File: config.mk
export PLATFORM = sky130hd
export DESIGN_NAME = dtm_trip_monitor
export DESIGN_NICKNAME = d
export VERILOG_FILES = /design/src/pkg/dtm_pkg.sv /design/src/core/dtm_delay_timer.sv /design/src/core/dtm_trip_monitor.sv
export VERILOG_INCLUDE_DIRS = /design/src /design/src/pkg
export SDC_FILE = /design/constraint.sdc
export NUM_CORES = 1
export LEC_CHECK = 0
export BUFFER_PORTS_ARGS = -buffer_cell sky130_fd_sc_hd__buf_4
export CAP_MARGIN = 30
export CORE_MARGIN = 3
export CORE_UTILIZATION = 51
export CTS_CLUSTER_SIZE = 25
export DETAILED_ROUTE_END_ITERATION = 8
export PLACE_DENSITY = 0.7
export SYNTH_ARGS = -nofsm -noshare
export SYNTH_HDL_FRONTEND = slang
export SYNTH_SLANG_ARGS = --single-unit
File: constraint.sdc
create_clock -name clk_in -period 12.5 [get_ports clk_in]
set_clock_uncertainty 0.05 [all_clocks]
set_input_delay 0.625 -clock clk_in [delete_from_list [all_inputs] [get_ports clk_in]]
set_output_delay 0.625 -clock clk_in [all_outputs]
set_load 0.01 [all_outputs]
File: src/pkg/dtm_defines.svh
// Constants of the drive trip monitor: timing, thresholds and trip codes
`ifndef DTM_DEFINES_SVH
`define DTM_DEFINES_SVH
// ****************
// Timing
// ****************
`define DTM_CLK_HZ 64'd100000000
`define DTM_OVERSPEED_MS 64'd50
`define DTM_PULSE_LOSS_S 64'd60
`define DTM_FIELD_OVER_S 64'd10
`define DTM_FLASH_MS 64'd250
`define DTM_TMR_W 33
// ****************
// Thresholds in percent
// ****************
`define DTM_OVERSPEED_PCT 32'd125
`define DTM_LOAD_PCT 32'd150
`define DTM_FIELD_PCT 32'd120
// ****************
// One-hot trip codes
// ****************
`define DTM_CODE_OVERSPEED 16'h0001
`define DTM_CODE_PULSE_LOSS 16'h0002
`define DTM_CODE_FIELD_OVER 16'h0004
`define DTM_CODE_HEATSINK 16'h0008
`define DTM_CODE_PHASE_FAIL 16'h0200
`define DTM_CODE_OTHER 16'h4000
`define DTM_CODE_CT_FAULT 16'h8000
`define DTM_CODE_NONE 16'h0000
`define DTM_PIN_W 15
`endif

File: src/pkg/dtm_pkg.sv
// Types of the drive trip monitor
package dtm_pkg;
  // Selected speed feedback source
  typedef enum logic [1:0] {
    DTM_SRC_TACH = 2'h0,
    DTM_SRC_ENCODER = 2'h1,
    DTM_SRC_ARM_VOLTS = 2'h2
  } dtm_fb_src_t;
  // Field control mode
  typedef enum logic [1:0] {
    DTM_FLD_VOLTAGE = 2'h0,
    DTM_FLD_CURRENT = 2'h1,
    DTM_FLD_OFF = 2'h2
  } dtm_fld_mode_t;
endpackage

File: src/core/dtm_delay_timer.sv
// Persistence timer: expires only after its condition held for LIMIT cycles
`timescale 1ns/1ns
`include "dtm_defines.svh"
module dtm_delay_timer #(
  parameter logic [`DTM_TMR_W-1:0] LIMIT = 33'h000000010
) (
  // Clock and reset
  input wire logic clk_in,
  input wire logic rst_in,
  // Condition and result
  input wire logic cond_in,
  output logic expired_out
);
  // Cycles for which the condition has held so far
  logic [`DTM_TMR_W-1:0] cnt_reg;
  logic [`DTM_TMR_W-1:0] cnt_next;
  // Count saturates at the limit so the result stays up while the condition does
  assign cnt_next = !cond_in ? '0 :
                    (cnt_reg == LIMIT) ? cnt_reg : cnt_reg + 1'b1;
  // ****************
  // Counter
  // ****************
  always_ff @(posedge clk_in or posedge rst_in) begin
    if (rst_in) begin
      cnt_reg <= '0;
    end else begin
      cnt_reg <= cnt_next;
    end
  end
  // Expiry is a level, gated by the live condition
  assign expired_out = cond_in && (cnt_reg == LIMIT);

  // ****************
  // Checks
  // ****************
  tmr_restart_a: assert property (@(posedge clk_in) disable iff (rst_in)
    !cond_in |=> cnt_reg == '0) else $error("timer not cleared when condition dropped");
  tmr_persist_a: assert property (@(posedge clk_in) disable iff (rst_in)
    $rose(expired_out) |-> $past(cond_in) && $past(cnt_reg) == LIMIT - 1'b1)
    else $error("timer expired without a full persistence period");
endmodule

File: src/core/dtm_trip_monitor.sv
// Drive trip monitor: delayed trips, fault value, first-trip message, indicators
// How it works
// - Delayed alarms trip only after full persistence
// - Trip immediately presents its reason message
// - Overspeed above 125 percent for 50 ms
// - Overspeed only with encoder or armature feedback
// - Missing armature pulse persisting 60 s trips
// - Pulse check only above 1.5x threshold load
// - Field current above 120 percent for 10 s
// - Field check only in current control mode
// - Eight-indicator variant: lit means healthy
// - Supply retry flashes indicator, counts as fault
// - Eight-indicator heatsink: field, three phases and fans
// - Stalled fan turns its indicator off
// - Six-indicator variant status outputs provided
// - Six-indicator heatsink: field plus armature
// - Several trips sum their one-hot codes
// - Start with no condition clears fault value
`timescale 1ns/1ns
`include "dtm_defines.svh"
module dtm_trip_monitor #(
  // Long counts, shortenable for simulation
  parameter logic [`DTM_TMR_W-1:0] OVERSPEED_CYC =
    `DTM_TMR_W'(`DTM_OVERSPEED_MS * `DTM_CLK_HZ / 64'd1000),
  parameter logic [`DTM_TMR_W-1:0] PULSE_LOSS_CYC =
    `DTM_TMR_W'(`DTM_PULSE_LOSS_S * `DTM_CLK_HZ),
  parameter logic [`DTM_TMR_W-1:0] FIELD_OVER_CYC =
    `DTM_TMR_W'(`DTM_FIELD_OVER_S * `DTM_CLK_HZ),
  parameter logic [`DTM_TMR_W-1:0] FLASH_CYC =
    `DTM_TMR_W'(`DTM_FLASH_MS * `DTM_CLK_HZ / 64'd1000)
) (
  // Clock and reset
  input wire logic clk_in,
  input wire logic rst_in,
  // Measured values from the same clock domain
  input wire logic [15:0] speed_in,
  input wire logic [15:0] rated_speed_in,
  input wire dtm_pkg::dtm_fb_src_t speed_source_in,
  input wire logic [15:0] load_in,
  input wire logic [15:0] current_threshold_a_in,
  input wire logic [15:0] field_current_in,
  input wire logic [15:0] field_cal_in,
  input wire dtm_pkg::dtm_fld_mode_t field_mode_in,
  input wire logic eight_variant_in,
  // Power board sense pins, asynchronous
  input wire logic supply_ok_in,
  input wire logic supply_retry_in,
  input wire logic trigger_present_in,
  input wire logic current_transformer_present_in,
  input wire logic fuses_ok_in,
  input wire logic field_thermal_ok_in,
  input wire logic phase1_thermal_ok_in,
  input wire logic phase2_thermal_ok_in,
  input wire logic phase3_thermal_ok_in,
  input wire logic armature_thermal_ok_in,
  input wire logic [2:0] fan_ok_in,
  input wire logic pulse_missing_in,
  input wire logic start_in,
  // Operator display
  output logic trip_out,
  output logic [15:0] trip_reason_out,
  output logic [15:0] active_fault_value_out,
  // Diagnostic indicators, high means lit
  output logic supply_ok_indicator_out,
  output logic trigger_present_out,
  output logic current_transformer_present_out,
  output logic fuses_ok_out,
  output logic field_thermal_ok_out,
  output logic phase1_thermal_ok_out,
  output logic phase2_thermal_ok_out,
  output logic phase3_thermal_ok_out,
  output logic armature_thermal_ok_out,
  output logic [2:0] fan_ok_out
);

  // ****************
  // Helpers
  // ****************
  // True when val exceeds pct percent of ref; widened so nothing overflows
  function automatic logic above_pct(input logic [15:0] val, input logic [15:0] ref_val,
                                     input logic [31:0] pct);
    logic [47:0] lhs;
    logic [47:0] rhs;
    lhs = {32'h00000000, val} * 48'h000000000064;
    rhs = {32'h00000000, ref_val} * {16'h0000, pct};
    return lhs > rhs;
  endfunction

  // ****************
  // Pin synchronisers
  // ****************
  // Two stages; only the second stage feeds logic
  logic [`DTM_PIN_W-1:0] pin_raw;
  logic [`DTM_PIN_W-1:0] meta_reg;
  logic [`DTM_PIN_W-1:0] pin_reg;
  assign pin_raw = {start_in, pulse_missing_in, fan_ok_in, armature_thermal_ok_in,
                    phase3_thermal_ok_in, phase2_thermal_ok_in, phase1_thermal_ok_in,
                    field_thermal_ok_in, fuses_ok_in, current_transformer_present_in,
                    trigger_present_in, supply_retry_in, supply_ok_in};
  always_ff @(posedge clk_in or posedge rst_in) begin
    if (rst_in) begin
      meta_reg <= '0;
      pin_reg <= '0;
    end else begin
      meta_reg <= pin_raw;
      pin_reg <= meta_reg;
    end
  end
  // Named views of the synchronised pins
  wire supply_ok_s = pin_reg[0];
  wire supply_retry_s = pin_reg[1];
  wire trig_s = pin_reg[2];
  wire ct_s = pin_reg[3];
  wire fuses_s = pin_reg[4];
  wire field_th_s = pin_reg[5];
  wire [2:0] phase_th_s = pin_reg[8:6];
  wire arm_th_s = pin_reg[9];
  wire [2:0] fan_s = pin_reg[12:10];
  wire pulse_missing_s = pin_reg[13];
  wire start_s = pin_reg[14];

  // Previous start level, for the raising edge
  logic start_prev_reg;
  always_ff @(posedge clk_in or posedge rst_in) begin
    if (rst_in) begin
      start_prev_reg <= 1'b0;
    end else begin
      start_prev_reg <= start_s;
    end
  end
  wire start_rise = start_s && !start_prev_reg;

  // ****************
  // Delayed conditions
  // ****************
  // Overspeed is meaningless on an analog tacho, so it is gated by source
  wire os_src_ok = (speed_source_in == dtm_pkg::DTM_SRC_ENCODER) ||
                   (speed_source_in == dtm_pkg::DTM_SRC_ARM_VOLTS);
  wire os_cond = os_src_ok &&
                 above_pct(speed_in, rated_speed_in, `DTM_OVERSPEED_PCT);
  // Light load gives current_threshold_a current, where gaps are normal
  wire mp_gate = above_pct(load_in, current_threshold_a_in, `DTM_LOAD_PCT);
  wire mp_cond = mp_gate && pulse_missing_s;
  wire fo_gate = field_mode_in == dtm_pkg::DTM_FLD_CURRENT;
  wire fo_cond = fo_gate &&
                 above_pct(field_current_in, field_cal_in, `DTM_FIELD_PCT);
  wire os_exp;
  wire mp_exp;
  wire fo_exp;

  // Each timer restarts from zero whenever its condition drops
  dtm_delay_timer #(.LIMIT(OVERSPEED_CYC)) u_os_tmr (
    .clk_in(clk_in),
    .rst_in(rst_in),
    .cond_in(os_cond),
    .expired_out(os_exp)
  );
  dtm_delay_timer #(.LIMIT(PULSE_LOSS_CYC)) u_mp_tmr (
    .clk_in(clk_in),
    .rst_in(rst_in),
    .cond_in(mp_cond),
    .expired_out(mp_exp)
  );
  dtm_delay_timer #(.LIMIT(FIELD_OVER_CYC)) u_fo_tmr (
    .clk_in(clk_in),
    .rst_in(rst_in),
    .cond_in(fo_cond),
    .expired_out(fo_exp)
  );

  // ****************
  // Power board classes
  // ****************
  // Heatsink sensors differ by variant; a stalled fan also heats the stack
  wire heat_8 = !field_th_s || (phase_th_s != 3'h7);
  wire heat_6 = !field_th_s || !arm_th_s;
  wire heat_cond = (eight_variant_in ? heat_8 : heat_6) ||
                   (eight_variant_in && fan_s != 3'h7);
  wire phase_cond = !fuses_s;
  wire ct_cond = !trig_s || !ct_s;
  // A supply that keeps retrying is a fault even if it is up at this instant
  wire supply_cond = supply_retry_s || !supply_ok_s;

  // Sum of all live one-hot codes; codes are disjoint so OR equals sum
  wire [15:0] live_code =
    (os_exp ? `DTM_CODE_OVERSPEED : `DTM_CODE_NONE) |
    (mp_exp ? `DTM_CODE_PULSE_LOSS : `DTM_CODE_NONE) |
    (fo_exp ? `DTM_CODE_FIELD_OVER : `DTM_CODE_NONE) |
    (heat_cond ? `DTM_CODE_HEATSINK : `DTM_CODE_NONE) |
    (phase_cond ? `DTM_CODE_PHASE_FAIL : `DTM_CODE_NONE) |
    (supply_cond ? `DTM_CODE_OTHER : `DTM_CODE_NONE) |
    (ct_cond ? `DTM_CODE_CT_FAULT : `DTM_CODE_NONE);
  // Any condition still present, delayed or not, blocks the clear
  wire any_cond = os_cond || mp_cond || fo_cond || (live_code != `DTM_CODE_NONE);
  wire clear_req = start_rise && !any_cond;

  // ****************
  // Fault value and trip message
  // ****************
  logic [15:0] fault_reg;
  logic [15:0] fault_next;
  logic trip_reg;
  logic trip_next;
  logic [15:0] reason_reg;
  logic [15:0] reason_next;
  // Set wins over clear so a trip arriving with start is kept
  assign fault_next = (clear_req ? `DTM_CODE_NONE : fault_reg) | live_code;
  assign trip_next = (clear_req ? 1'b0 : trip_reg) || (live_code != `DTM_CODE_NONE);
  // First trip, or trips arriving together, are held for the display
  assign reason_next = (!trip_reg && live_code != `DTM_CODE_NONE) ? live_code :
                       clear_req ? `DTM_CODE_NONE : reason_reg;
  always_ff @(posedge clk_in or posedge rst_in) begin
    if (rst_in) begin
      fault_reg <= `DTM_CODE_NONE;
      trip_reg <= 1'b0;
      reason_reg <= `DTM_CODE_NONE;
    end else begin
      fault_reg <= fault_next;
      trip_reg <= trip_next;
      reason_reg <= reason_next;
    end
  end
  assign trip_out = trip_reg;
  assign trip_reason_out = reason_reg;
  assign active_fault_value_out = fault_reg;

  // ****************
  // Flash divider
  // ****************
  // Slow toggle for the supply indicator while the supply retries
  logic [`DTM_TMR_W-1:0] flash_cnt_reg;
  logic flash_reg;
  wire flash_tick = flash_cnt_reg == FLASH_CYC - 1'b1;
  always_ff @(posedge clk_in or posedge rst_in) begin
    if (rst_in) begin
      flash_cnt_reg <= '0;
      flash_reg <= 1'b0;
    end else begin
      flash_cnt_reg <= flash_tick ? '0 : flash_cnt_reg + 1'b1;
      flash_reg <= flash_reg ^ flash_tick;
    end
  end

  // ****************
  // Indicators
  // ****************
  // Lit while healthy, dark on a problem; unfitted lamps stay dark
  wire sup_led = supply_retry_s ? flash_reg : supply_ok_s;
  logic [11:0] led_reg;
  wire [11:0] led_next = {
    eight_variant_in ? fan_s : 3'h0,
    !eight_variant_in && arm_th_s,
    eight_variant_in ? phase_th_s : 3'h0,
    field_th_s, fuses_s, ct_s, trig_s,
    sup_led};
  always_ff @(posedge clk_in or posedge rst_in) begin
    if (rst_in) begin
      led_reg <= 12'h000;
    end else begin
      led_reg <= led_next;
    end
  end
  assign supply_ok_indicator_out = led_reg[0];
  assign trigger_present_out = led_reg[1];
  assign current_transformer_present_out = led_reg[2];
  assign fuses_ok_out = led_reg[3];
  assign field_thermal_ok_out = led_reg[4];
  assign phase1_thermal_ok_out = led_reg[5];
  assign phase2_thermal_ok_out = led_reg[6];
  assign phase3_thermal_ok_out = led_reg[7];
  assign armature_thermal_ok_out = led_reg[8];
  assign fan_ok_out = led_reg[11:9];

  // ****************
  // Checks
  // ****************
  // Watches the latched code, so a broken gate anywhere on the path shows up
  os_src_gate_a: assert property (@(posedge clk_in) disable iff (rst_in)
    speed_source_in == dtm_pkg::DTM_SRC_TACH && !active_fault_value_out[0] |=>
      !active_fault_value_out[0])
    else $error("overspeed armed on tacho feedback");
  mp_load_gate_a: assert property (@(posedge clk_in) disable iff (rst_in)
    (32'(load_in) * 32'h2 <= 32'(current_threshold_a_in) * 32'h3) |-> !mp_cond)
    else $error("pulse loss armed at light load");
  fo_mode_gate_a: assert property (@(posedge clk_in) disable iff (rst_in)
    field_mode_in != dtm_pkg::DTM_FLD_CURRENT && !active_fault_value_out[2] |=>
      !active_fault_value_out[2])
    else $error("field trip outside current mode");
  msg_now_a: assert property (@(posedge clk_in) disable iff (rst_in)
    (!trip_reg && live_code != 16'h0000) |=> trip_out && trip_reason_out == $past(live_code))
    else $error("trip message not shown at once");
  fault_sum_a: assert property (@(posedge clk_in) disable iff (rst_in)
    1'b1 |=> (active_fault_value_out & $past(live_code)) == $past(live_code))
    else $error("live trip code missing from fault value");
  fault_clear_a: assert property (@(posedge clk_in) disable iff (rst_in)
    clear_req |=> active_fault_value_out == 16'h0000 && !trip_out)
    else $error("fault value not cleared by start");
  heat_eight_a: assert property (@(posedge clk_in) disable iff (rst_in)
    eight_variant_in && phase_th_s[1] == 1'b0 |=> active_fault_value_out[3])
    else $error("phase thermostat did not raise heatsink trip");
  fan_dark_a: assert property (@(posedge clk_in) disable iff (rst_in)
    eight_variant_in && fan_s[0] == 1'b0 |=> !fan_ok_out[0] && active_fault_value_out[3])
    else $error("stalled fan indicator still lit");
endmodule

==> results.cfg, run 1 <==
[status]
status = finished clean

[placement]
place_worst_setup_slack_ns = 4.81
hpwl_mm = 32.2
portBuffers = 144
place_congestion = 0.803

[finish]
antennaDiodeCount = 0
final_util = 0.576
multi_input_area_sq_mm = 0.0144
fillers = 3473
register_area_sq_mm = 0.00478
area_delta_synth_final_pct = 10.9
final_nets = 2995
drive_gt1_frac = 0.0942

[sta]
worst_pin_slew_ns = 0.945
setup_viol = 0
rsz0062_at_grt = false
final_max_slew_viol_count = 0
fin_crit_sh = 0.579
hold_viol = 0
min_period_ns = 7.24
max_slew_margin = 0.368
fmax_mhz = 138
fin_tns_setup_ns = 0
worst_slack_ns = 5.26

[power_and_ir_drop]
leakagePower_nw = 11.5
vdd_drop_max_v = 0.000106
power_density_mw_per_mm2 = 150

[global_route]
grt_pass1_wl_mm = 70.1
grt_max_degree = 97
grt_pass1_vias = 15700
antenna_found_initial = 0
track_usage = 0.185
gr-total-overflow = 0

[floorplan]
core_sq_mm = 0.0399
rows = 73
die_y_microns = 208
initial_core_util = 0.520
die-area_sq_mm = 0.0431
die_width_microns = 208
io-pin-count = 163

[clock_tree]
cts_num_sinks = 191
cts_tree = built
clockBufferDepth = 2
hold_buffers = 0
cts_root_buffer = clkbuf_16
cts_buffers = 17
post_cts_buffers = 0
htreeDepth = 4
clock_latency_ns = 0.43
ctsResizeCount = 0
clk_pin_slew_ns = 0.08

[worst_setup_path]
reg2regPathDepth = 10
worstSetupEndpointType = flop
cp_max_fo = 36
path_class = input pin to flop
cp.arrival_ns = 7.50
crit_required_ns = 12.76
worstSetupStartpointType = input pin

[yosys]
synth_cells = 2221
ys_seq_area_frac = 0.230
async_reset_ff_frac = 1.00
synth-edff-count = 0
avgSynthCellArea_sq_um = 9.34
synth_seq_cells = 191
syn_area_sq_mm = 0.0207
yosys_warnings = 0
synth_top_flop_cell = dfrtp_1
yosysUniqueCellTypes = 89

[hold_path]
holdPathStages = 1
hold_path_class = input pin to flop

[detailed_routing]
totalWireLength_mm = 38.9
vias_per_cell = 5.23
vias = 15200
ant_nets = 0
drc = 0
routedWlPerCell_microns = 13.4
firstDrtPassIters = 5
drtIter0Drc = 578

[job]
max_cap_violations = 0
## kinds of logic after synthesis
family	count (synthesis)	synth area share
and+or+nand+nor	629	0.155
adders and majority gates	502	0.353
buffers and inverters	402	0.0764
AOI/OAI and AO/OA	285	0.0957
xor gates and xnor gates	204	0.0861
DFF	191	0.230
muxes	7	0.00338
other	1	0.000181
## routing by layer
metal  vias to the layer above  global-route usage  wire [microns]
met4                         0              0.0370             402
met2                       192               0.323           19000
met1                      7296               0.253           18400
li1                       7713                   -               -
met3                        34              0.0193            1030
met5                         -                   0               0
## where the power goes
group	total (mW)	leakage (nW)	internal, mW	switching (mW)
registers	0.641	2.52	0.631	0.0101
logic	2.26	8.67	0.999	1.26
clock network	0.542	0.297	0.273	0.270
## placed cells by master, fill, tap and decap left out, types with 22 or more instances in the layout
master,n
inv_1,369
ha_1,363
nor2_1,191
dfrtp_1,191
buf_4,150
fa_1,139
nand2_1,110
xor2_1,105
xnor2_1,99
a21oi_1,86
nand3_1,68
o21ai_0,59
nand4_1,45
and3_1,35
nor3_1,33
nor2b_1,27
nand2b_1,25
a21o_1,23
o21a_1,23
or3_1,22
## worst max-delay path, cell delays in order
cell	delay (ns)
buf_4	0.12
inv_1	0.18
fa_1	0.49
fa_1	0.55
fa_1	0.44
fa_1	0.52
inv_1	0.04
ha_1	0.35
a211o_2	0.36
o2111ai_2	0.22
a21oi_2	0.11
a2111oi_4	0.38
nor3_2	0.11
a2111oi_4	0.40
a21oi_2	0.11
xnor2_1	0.14
ha_1	0.29
nand4_1	0.15
nor4_1	0.40
a41oi_1	0.25
o41ai_4	0.10
buf_4	0.41
nand4_2	0.42
nand3b_1	0.22
o21ai_0	0.10
## through the flow
| stage | power [mW] | hold WS [ns] | std cells | area [sq um] |
|---|---|---|---|---|
| 6_report | 3.44 | 0.239 | 2913 | 23000 |
| 3_5_place_dp | 2.92 | 0.286 | 2881 | 22400 |
| 5_1_grt | 3.84 | 0.217 | 2913 | 23000 |
| 2_1_floorplan | 2.44 | 0.281 | 2238 | 20800 |
| 3_3_place_gp | 2.83 | 0.283 | 2881 | 22400 |
| 4_1_cts | 3.48 | 0.219 | 2913 | 23000 |
## synth_stat cells, types with 4 or more instances
library cell | count | area (sq um)
nand3_1 | 68 | 340
o211ai_1 | 9 | 67.6
nand4_1 | 45 | 282
o21bai_1 | 8 | 60.1
nor2b_1 | 27 | 169
xor2_1 | 105 | 920
or2_2 | 4 | 25.0
nand3b_1 | 5 | 37.5
a21o_1 | 23 | 173
clkbuf_1 | 11 | 41.3
buf_4 | 18 | 135
nor3_1 | 33 | 165
a31o_2 | 4 | 35.0
fa_1 | 139 | 2780
nor4b_1 | 7 | 61.3
ha_1 | 363 | 4540
dfrtp_1 | 191 | 4780
inv_1 | 370 | 1390
a31oi_1 | 5 | 31.3
nand2_1 | 110 | 413
mux2i_1 | 7 | 70.1
o21a_1 | 23 | 173
o21ai_1 | 7 | 35.0
and3_1 | 35 | 219
nand2b_1 | 25 | 156
o21ai_0 | 59 | 295
o31ai_1 | 6 | 45.0
nor2_1 | 191 | 717
xnor2_1 | 99 | 867
nor4_1 | 13 | 81.3
a21oi_1 | 86 | 430
and4_1 | 9 | 78.8
and2_1 | 10 | 62.6
or3_1 | 22 | 138
## path summary, 6_finish.rpt
| check | from | to | slack (ns) |
|---|---|---|---|
| worst max register to register | u_os_tmr.cnt_reg[0]$_DFFE_PP0P_ | trip_reason_out[2]$_DFFE_PP0P_ | 9.65 |
| worst min register to register | meta_reg[2]$_DFF_PP0_ | pin_reg[2]$_DFF_PP0_ | 0.30 |
| worst max-delay path | rated_speed_in[5] | trip_reason_out[0]$_DFFE_PP0P_ | 5.26 |
| max in group asynchronous | rst_in | u_mp_tmr.cnt_reg[2]$_DFFE_PP0N_ | 10.27 |
| min in group asynchronous | rst_in | pin_reg[6]$_DFF_PP0_ | 0.29 |
| worst min-delay path | fan_ok_in[0] | meta_reg[10]$_DFF_PP0_ | 0.24 |
## cell type report
cell class / count / share of cell area
inverter: 370 / 0.0606
tap: 525 / 0.0285
multi-input combinational: 1645 / 0.628
sequential: 191 / 0.208
timing repair buffer: 150 / 0.0489
clock buffer: 17 / 0.0185
clock inverter: 15 / 0.00821
Note: power is estimated with default switching activity, not from simulation.
==> run 2: changes to the inputs <==
--- a/config.mk
+++ b/config.mk
@@ -12,7 +12,7 @@
 export CORE_UTILIZATION = 51
 export CTS_CLUSTER_SIZE = 25
 export DETAILED_ROUTE_END_ITERATION = 8
-export PLACE_DENSITY = 0.7
+export PLACE_DENSITY = 0.72
 export SYNTH_ARGS = -nofsm -noshare
 export SYNTH_HDL_FRONTEND = slang
 export SYNTH_SLANG_ARGS = --single-unit
==> constraint.sdc (replaced) <==
create_clock -name clk_in -period 6.6 [get_ports clk_in]
set_clock_uncertainty 0.05 [all_clocks]
set_input_delay 0.33 -clock clk_in [delete_from_list [all_inputs] [get_ports clk_in]]
set_output_delay 0.33 -clock clk_in [all_outputs]
set_load 0.01 [all_outputs]
==> run 2 against run 1 <==
Against the previous run: the run now ends with negative hold slack left; first-iteration DRC count up 13%; final cell count up 1.5%; sequential cell count unchanged; final area up 1.6%; combinational power up 98%; critical path depth up 1.
==> results.cfg, run 2 (synthesis results as in run 1) <==
[status]
status = finished with violations
failed_checks = negative hold slack

[placement]
dp_cells = 2909
hpwl_mm = 33.3
place_congestion = 0.862
portBuffers = 144

[sta]
final_max_slew_viol_count = 0
fmax_mhz = 161
hold_viol = 1
worst_pin_slew_ns = 0.801
fin_crit_sh = 0.944
min_period_ns = 6.23
rsz0062_at_grt = false
max_slew_margin = 0.462
setup_viol = 0
holdWs_ns = -0.00130

[job]
max_cap_violations = 0

[finish]
final_util = 0.586
final_nets = 3038
layout_commonest_cell = inv_1
antennaDiodeCount = 0
area_delta_synth_final_pct = 12.7
fillers = 3433
drive_gt1_frac = 0.106
final_cell_mix = inv_1 (368), ha_1 (363), nor2_1 (191), dfrtp_1 (191), buf_4 (177)
fin_cells = 2956

[power_and_ir_drop]
vdd_drop_max_v = 0.000201
power_density_mw_per_mm2 = 286
leakagePower_nw = 11.7

[detailed_routing]
firstDrtPassIters = 5
vias_per_cell = 5.23
drtIter0Drc = 653
ant_nets = 0
routedWlPerCell_microns = 13.6
vias = 15500
totalWireLength_mm = 40.2
drc = 0

[global_route]
grt_pass1_vias = 15900
grt_pass1_wl_mm = 71.3
antenna_found_initial = 0
gr-total-overflow = 0
grt_max_degree = 90
track_usage = 0.190

[floorplan]
core_sq_mm = 0.0399
die_width_microns = 208
io-pin-count = 163
die-area_sq_mm = 0.0431
initial_core_util = 0.520
die_y_microns = 208
rows = 73

[clock_tree]
clk_pin_slew_ns = 0.08
clock_latency_ns = 0.43
cts_num_sinks = 191
post_cts_buffers = 0
clockBufferDepth = 2
cts_buffers = 17
cts_root_buffer = clkbuf_16
cts_tree = built
htreeDepth = 4

[worst_setup_path]
r2r_start = u_fo_tmr.cnt_reg[0]$_DFFE_PP0N_
cp.arrival_ns = 6.48
worstSetupStartpointType = input pin
path_class = input pin to flop
crit_start = rated_speed_in[0]
crit_required_ns = 6.85
cp_max_fo = 7
worstSetupEndpointType = flop

[hold_path]
hold_path_class = input pin to async pin
-- run 2: path summary, 6_finish.rpt --
check | end | slack, ns | cells after the start
min | led_reg[11]$_DFF_PP0_ | -0.001 | 2
max in group asynchronous | u_os_tmr.cnt_reg[4]$_DFFE_PP0P_ | 5.27 | 3
max reg2reg | trip_reason_out[0]$_DFFE_PP0P_ | 3.78 | 10
min in group clk_in | led_reg[8]$_DFF_PP0_ | 0.08 | 2
max | trip_reason_out[0]$_DFFE_PP0P_ | 0.37 | 26
min reg2reg | pin_reg[9]$_DFF_PP0_ | 0.30 | 0
-- run 2: metal layers --
metal | part of all wire | GRT usage
met5 | 0 | 0
met4 | 0.015 | 0.0395
met3 | 0.033 | 0.0254
met2 | 0.49 | 0.335
met1 | 0.46 | 0.251
-- run 2: power breakdown --
group / total [mW] / internal, mW / switching [mW]
logic: 4.48 / 2.02 / 2.46
clock network: 1.00 / 0.534 / 0.466
registers: 1.22 / 1.20 / 0.0203
-- run 2: what timing repair did --
item | 4_1_cts | 5_1_grt
hold buffers | 15 | 0
endpoints found under the setup margin | 0 | 39
gates resized for setup | 0 | 9
hold endpoints to repair | 15 | 0
-- run 2: critical path, cell delays in order --
cell and delay [ns]:
buf_4 0.12, fa_1 0.56, inv_1 0.07, fa_1 0.54, fa_1 0.45, fa_1 0.52
inv_1 0.04, ha_1 0.30, buf_4 0.14, o21a_1 0.10, a31o_2 0.25, o41a_1 0.35
a41oi_2 0.17, a21oi_1 0.13, a41oi_2 0.23, a21oi_1 0.10, xnor2_1 0.13, ha_1 0.28
nand4_1 0.23, nor4_4 0.25, o21a_1 0.21, o41ai_4 0.11, o221a_2 0.34, o22ai_4 0.30
nand3b_1 0.15, o21ai_0 0.08
-- run 2: area by class of cell --
type,count,area (sq um),share of cell area
tap,525,657,0.0281
timing repair buffer,193,1500,0.0641
inverter,370,1400,0.0598
multi-input combinational,1645,14500,0.619
sequential,191,4780,0.204
clock buffer,18,429,0.0184
clock inverter,14,145,0.00621
-- run 2: stage by stage --
| step | cell area, sq um | setup slack, ns | power, mW | setup TNS (ns) | hold slack [ns] |
|---|---|---|---|---|---|
| floorplan | 20800 | 0.0860 | 4.61 | 0 | 0.281 |
| global placement | 22600 | -0.147 | 5.50 | -1.05 | 0.283 |
| detailed placement | 22600 | -0.308 | 5.67 | -6.03 | 0.286 |
| CTS | 23300 | 0.145 | 6.72 | 0 | 0.0203 |
| global route | 23400 | 0.00949 | 7.46 | 0 | 0.0546 |
| finish | 23400 | 0.372 | 6.70 | 0 | -0.00130 |
==> run 3: changes to the inputs <==
--- a/config.mk
+++ b/config.mk
@@ -6,6 +6,7 @@
 export SDC_FILE = /design/constraint.sdc
 export NUM_CORES = 1
 export LEC_CHECK = 0
+export ABC_AREA = 1
 export BUFFER_PORTS_ARGS = -buffer_cell sky130_fd_sc_hd__buf_4
 export CAP_MARGIN = 30
 export CORE_MARGIN = 3
==> run 3 against run 2 <==
Against the previous run: largest power group unchanged; first-iteration DRC count is 45% higher; critical path type unchanged; critical endpoint is now trip_reason_out[9]$_DFFE_PP0P_; sequential share of layout area is 0.58 points lower; via count is 15% higher; the flow still finishes with violations (negative hold slack); synthesized cell count is 21% higher; die area is 4.2% higher; final area is 2.9% higher; global-route usage is 2.9 points higher; worst setup slack better by 0.30 ns; synthesized area is 4.4% higher; power is 0.72% higher.
==> results.cfg, run 3 <==
[finish]
area_delta_synth_final_pct = 11.2
drive_gt1_frac = 0.0789
layout_commonest_cell = inv_1
antennaDiodeCount = 0
final_nets = 3472
finish.instance_area_sq_mm = 0.0241
final_cell_mix = inv_1 (565), nand2_1 (370), ha_1 (363)

[placement]
place_congestion = 0.886
dpl-instance-area_sq_mm = 0.0233
hpwl_mm = 40.6
portBuffers = 144
place_worst_setup_slack_ns = 0.230

[global_route]
use_met3 = 0.0274
grt_busiest_layer = met2
grt_pass1_vias = 17700
use_met1 = 0.304
track_usage = 0.219
met2_usage = 0.376
antenna_found_initial = 1
grt_pass1_wl_mm = 82.8
gr-total-overflow = 0
grt_max_degree = 113

[detailed_routing]
drtIter0Drc = 944
firstDrtPassIters = 6
vias_per_cell = 5.25
totalWireLength_mm = 47.8
routedWlPerCell_microns = 14.1
drc = 0
vias = 17800
ant_nets = 0

[job]
max_cap_violations = 0

[yosys]
synth_cells = 2685
yosysTopAreaCellShare = 0.221
synth_top_flop_cell = dfrtp_1
syn_area_sq_mm = 0.0216
avgSynthCellArea_sq_um = 8.06
ys_seq_area_frac = 0.221
yosys_warnings = 0
ys_top_cells_by_count = inv_1 (566), nand2_1 (370), ha_1 (363)
yosysMostFrequentCell = inv_1
async_reset_ff_frac = 1.00
yosysUniqueCellTypes = 55
synth_area_leaders = dfrtp_1 (22%), ha_1 (21%), fa_1 (13%)
synth_seq_cells = 191
yosys.area.top_type = dfrtp_1
synth-edff-count = 0

[floorplan]
io-pin-count = 163
die_y_microns = 212
rows = 74
core_sq_mm = 0.0414
initial_core_util = 0.523
die_width_microns = 212
die-area_sq_mm = 0.0449

[hold_path]
hold_path_class = input pin to async pin

[status]
failed_checks = negative hold slack
status = finished with violations

[worst_setup_path]
cp_top_family = adder cells
slowest_stage = fa_1
max_stage_delay_ns = 0.58
worstSetupStartpointType = input pin
crit_top_cell = nand2_1
cp_max_fo = 15
path_buf_inv = 4
worstSetupEndpointType = flop
cp.arrival_ns = 6.20
crit_required_ns = 6.87
path_class = input pin to flop

[power_and_ir_drop]
vdd_drop_max_v = 0.000223
leakagePower_nw = 12.5
power_density_mw_per_mm2 = 280

[clock_tree]
clockBufferDepth = 2
clk_pin_slew_ns = 0.07
cts_tree = built
ctsResizeCount = 0
clock_latency_ns = 0.44
cts_buffers = 17
htreeDepth = 4
cts_num_sinks = 191
cts_root_buffer = clkbuf_16

[sta]
fmax_mhz = 169
rsz0062_at_grt = false
worst_slack_ns = 0.677
worst_pin_slew_ns = 0.733
fin_tns_setup_ns = 0
final_max_slew_viol_count = 0
setup_viol = 0
max_slew_margin = 0.511
hold_viol = 5
holdWs_ns = -0.00841
min_period_ns = 5.92
fin_crit_sh = 0.897
==> run 3: cell types whose count changed after synthesis, sizes merged, moves of 25 or more <==
cell,previous run,this run
nand2,110,374
inv,370,586
a21oi,88,169
nor3,36,96
xnor2,99,48
and3,35,4
nand3,69,99
nor2b,27,0
nand2b,25,0
==> run 3: final timing paths <==
check / cells past startpoint / startpoint / slack, ns / to
worst max-delay path: 28 / rated_speed_in[3] / 0.68 / trip_reason_out[9]$_DFFE_PP0P_
worst min-delay path: 2 / rst_in / -0.008 / active_fault_value_out[9]$_DFF_PP0_
worst max register to register: 10 / u_fo_tmr.cnt_reg[7]$_DFFE_PP0N_ / 3.95 / trip_reason_out[9]$_DFFE_PP0P_
worst min register to register: 0 / meta_reg[7]$_DFF_PP0_ / 0.30 / pin_reg[7]$_DFF_PP0_
max in group asynchronous: 4 / rst_in / 5.43 / u_os_tmr.cnt_reg[12]$_DFFE_PP0P_
min in group clk_in: 2 / eight_variant_in / 0.10 / led_reg[8]$_DFF_PP0_
==> run 3: cell families (layout without fill, tap and decap cells) <==
kind of cell / after synthesis / after routing / share of synthesized area
XOR/XNOR: 136 / 136 / 0.0550
other: 1 / 18 / 0.000173
adder cells (fa/ha/maj): 502 / 502 / 0.338
AND/OR/NAND/NOR: 902 / 902 / 0.188
AO/OA/AOI/OAI: 329 / 329 / 0.0856
flip-flops: 191 / 191 / 0.221
buffers and inverters: 624 / 787 / 0.112
==> run 3: timing repair <==
action | in CTS | in global routing
buffers inserted | 0 | 0
hold endpoints to repair | 15 | 0
hold buffers | 15 | 0
==> run 3: cell type report <==
cell class              count  area (sq um)
clock inverters            14           145
inverters                 591          2230
fillers                  3758         17300
clock buffers              18           439
flip-flops and latches    191          4780
well taps                 532           666
multi-input cells        1887         14500
repair buffers            164          1290
==> run 3: stage by stage <==
step	std cells	utilization	hold WS (ns)	power (mW)
finish	3397	0.581	-0.00841	6.75
detailed placement	3350	0.564	0.285	5.70
global placement	3349	0.563	0.281	5.61
global route	3397	0.581	0.0514	7.56
floorplan	2702	-	0.281	4.65
CTS	3397	0.581	0.0214	6.78
==> run 3: where the power goes <==
group          internal, mW  switching (mW)  leakage [nW]
clock                 0.545           0.490         0.284
sequential             1.20          0.0168          2.54
combinational          1.80            2.70          9.66
total                  3.54            3.21          12.5
==> run 3: layer usage <==
| layer | up-vias | part of all wire |
|---|---|---|
| met5 | - | 0.00027 |
| met4 | 2 | 0.0084 |
| met3 | 31 | 0.040 |
| met2 | 323 | 0.48 |
| met1 | 8506 | 0.47 |
| li1 | 8979 | - |
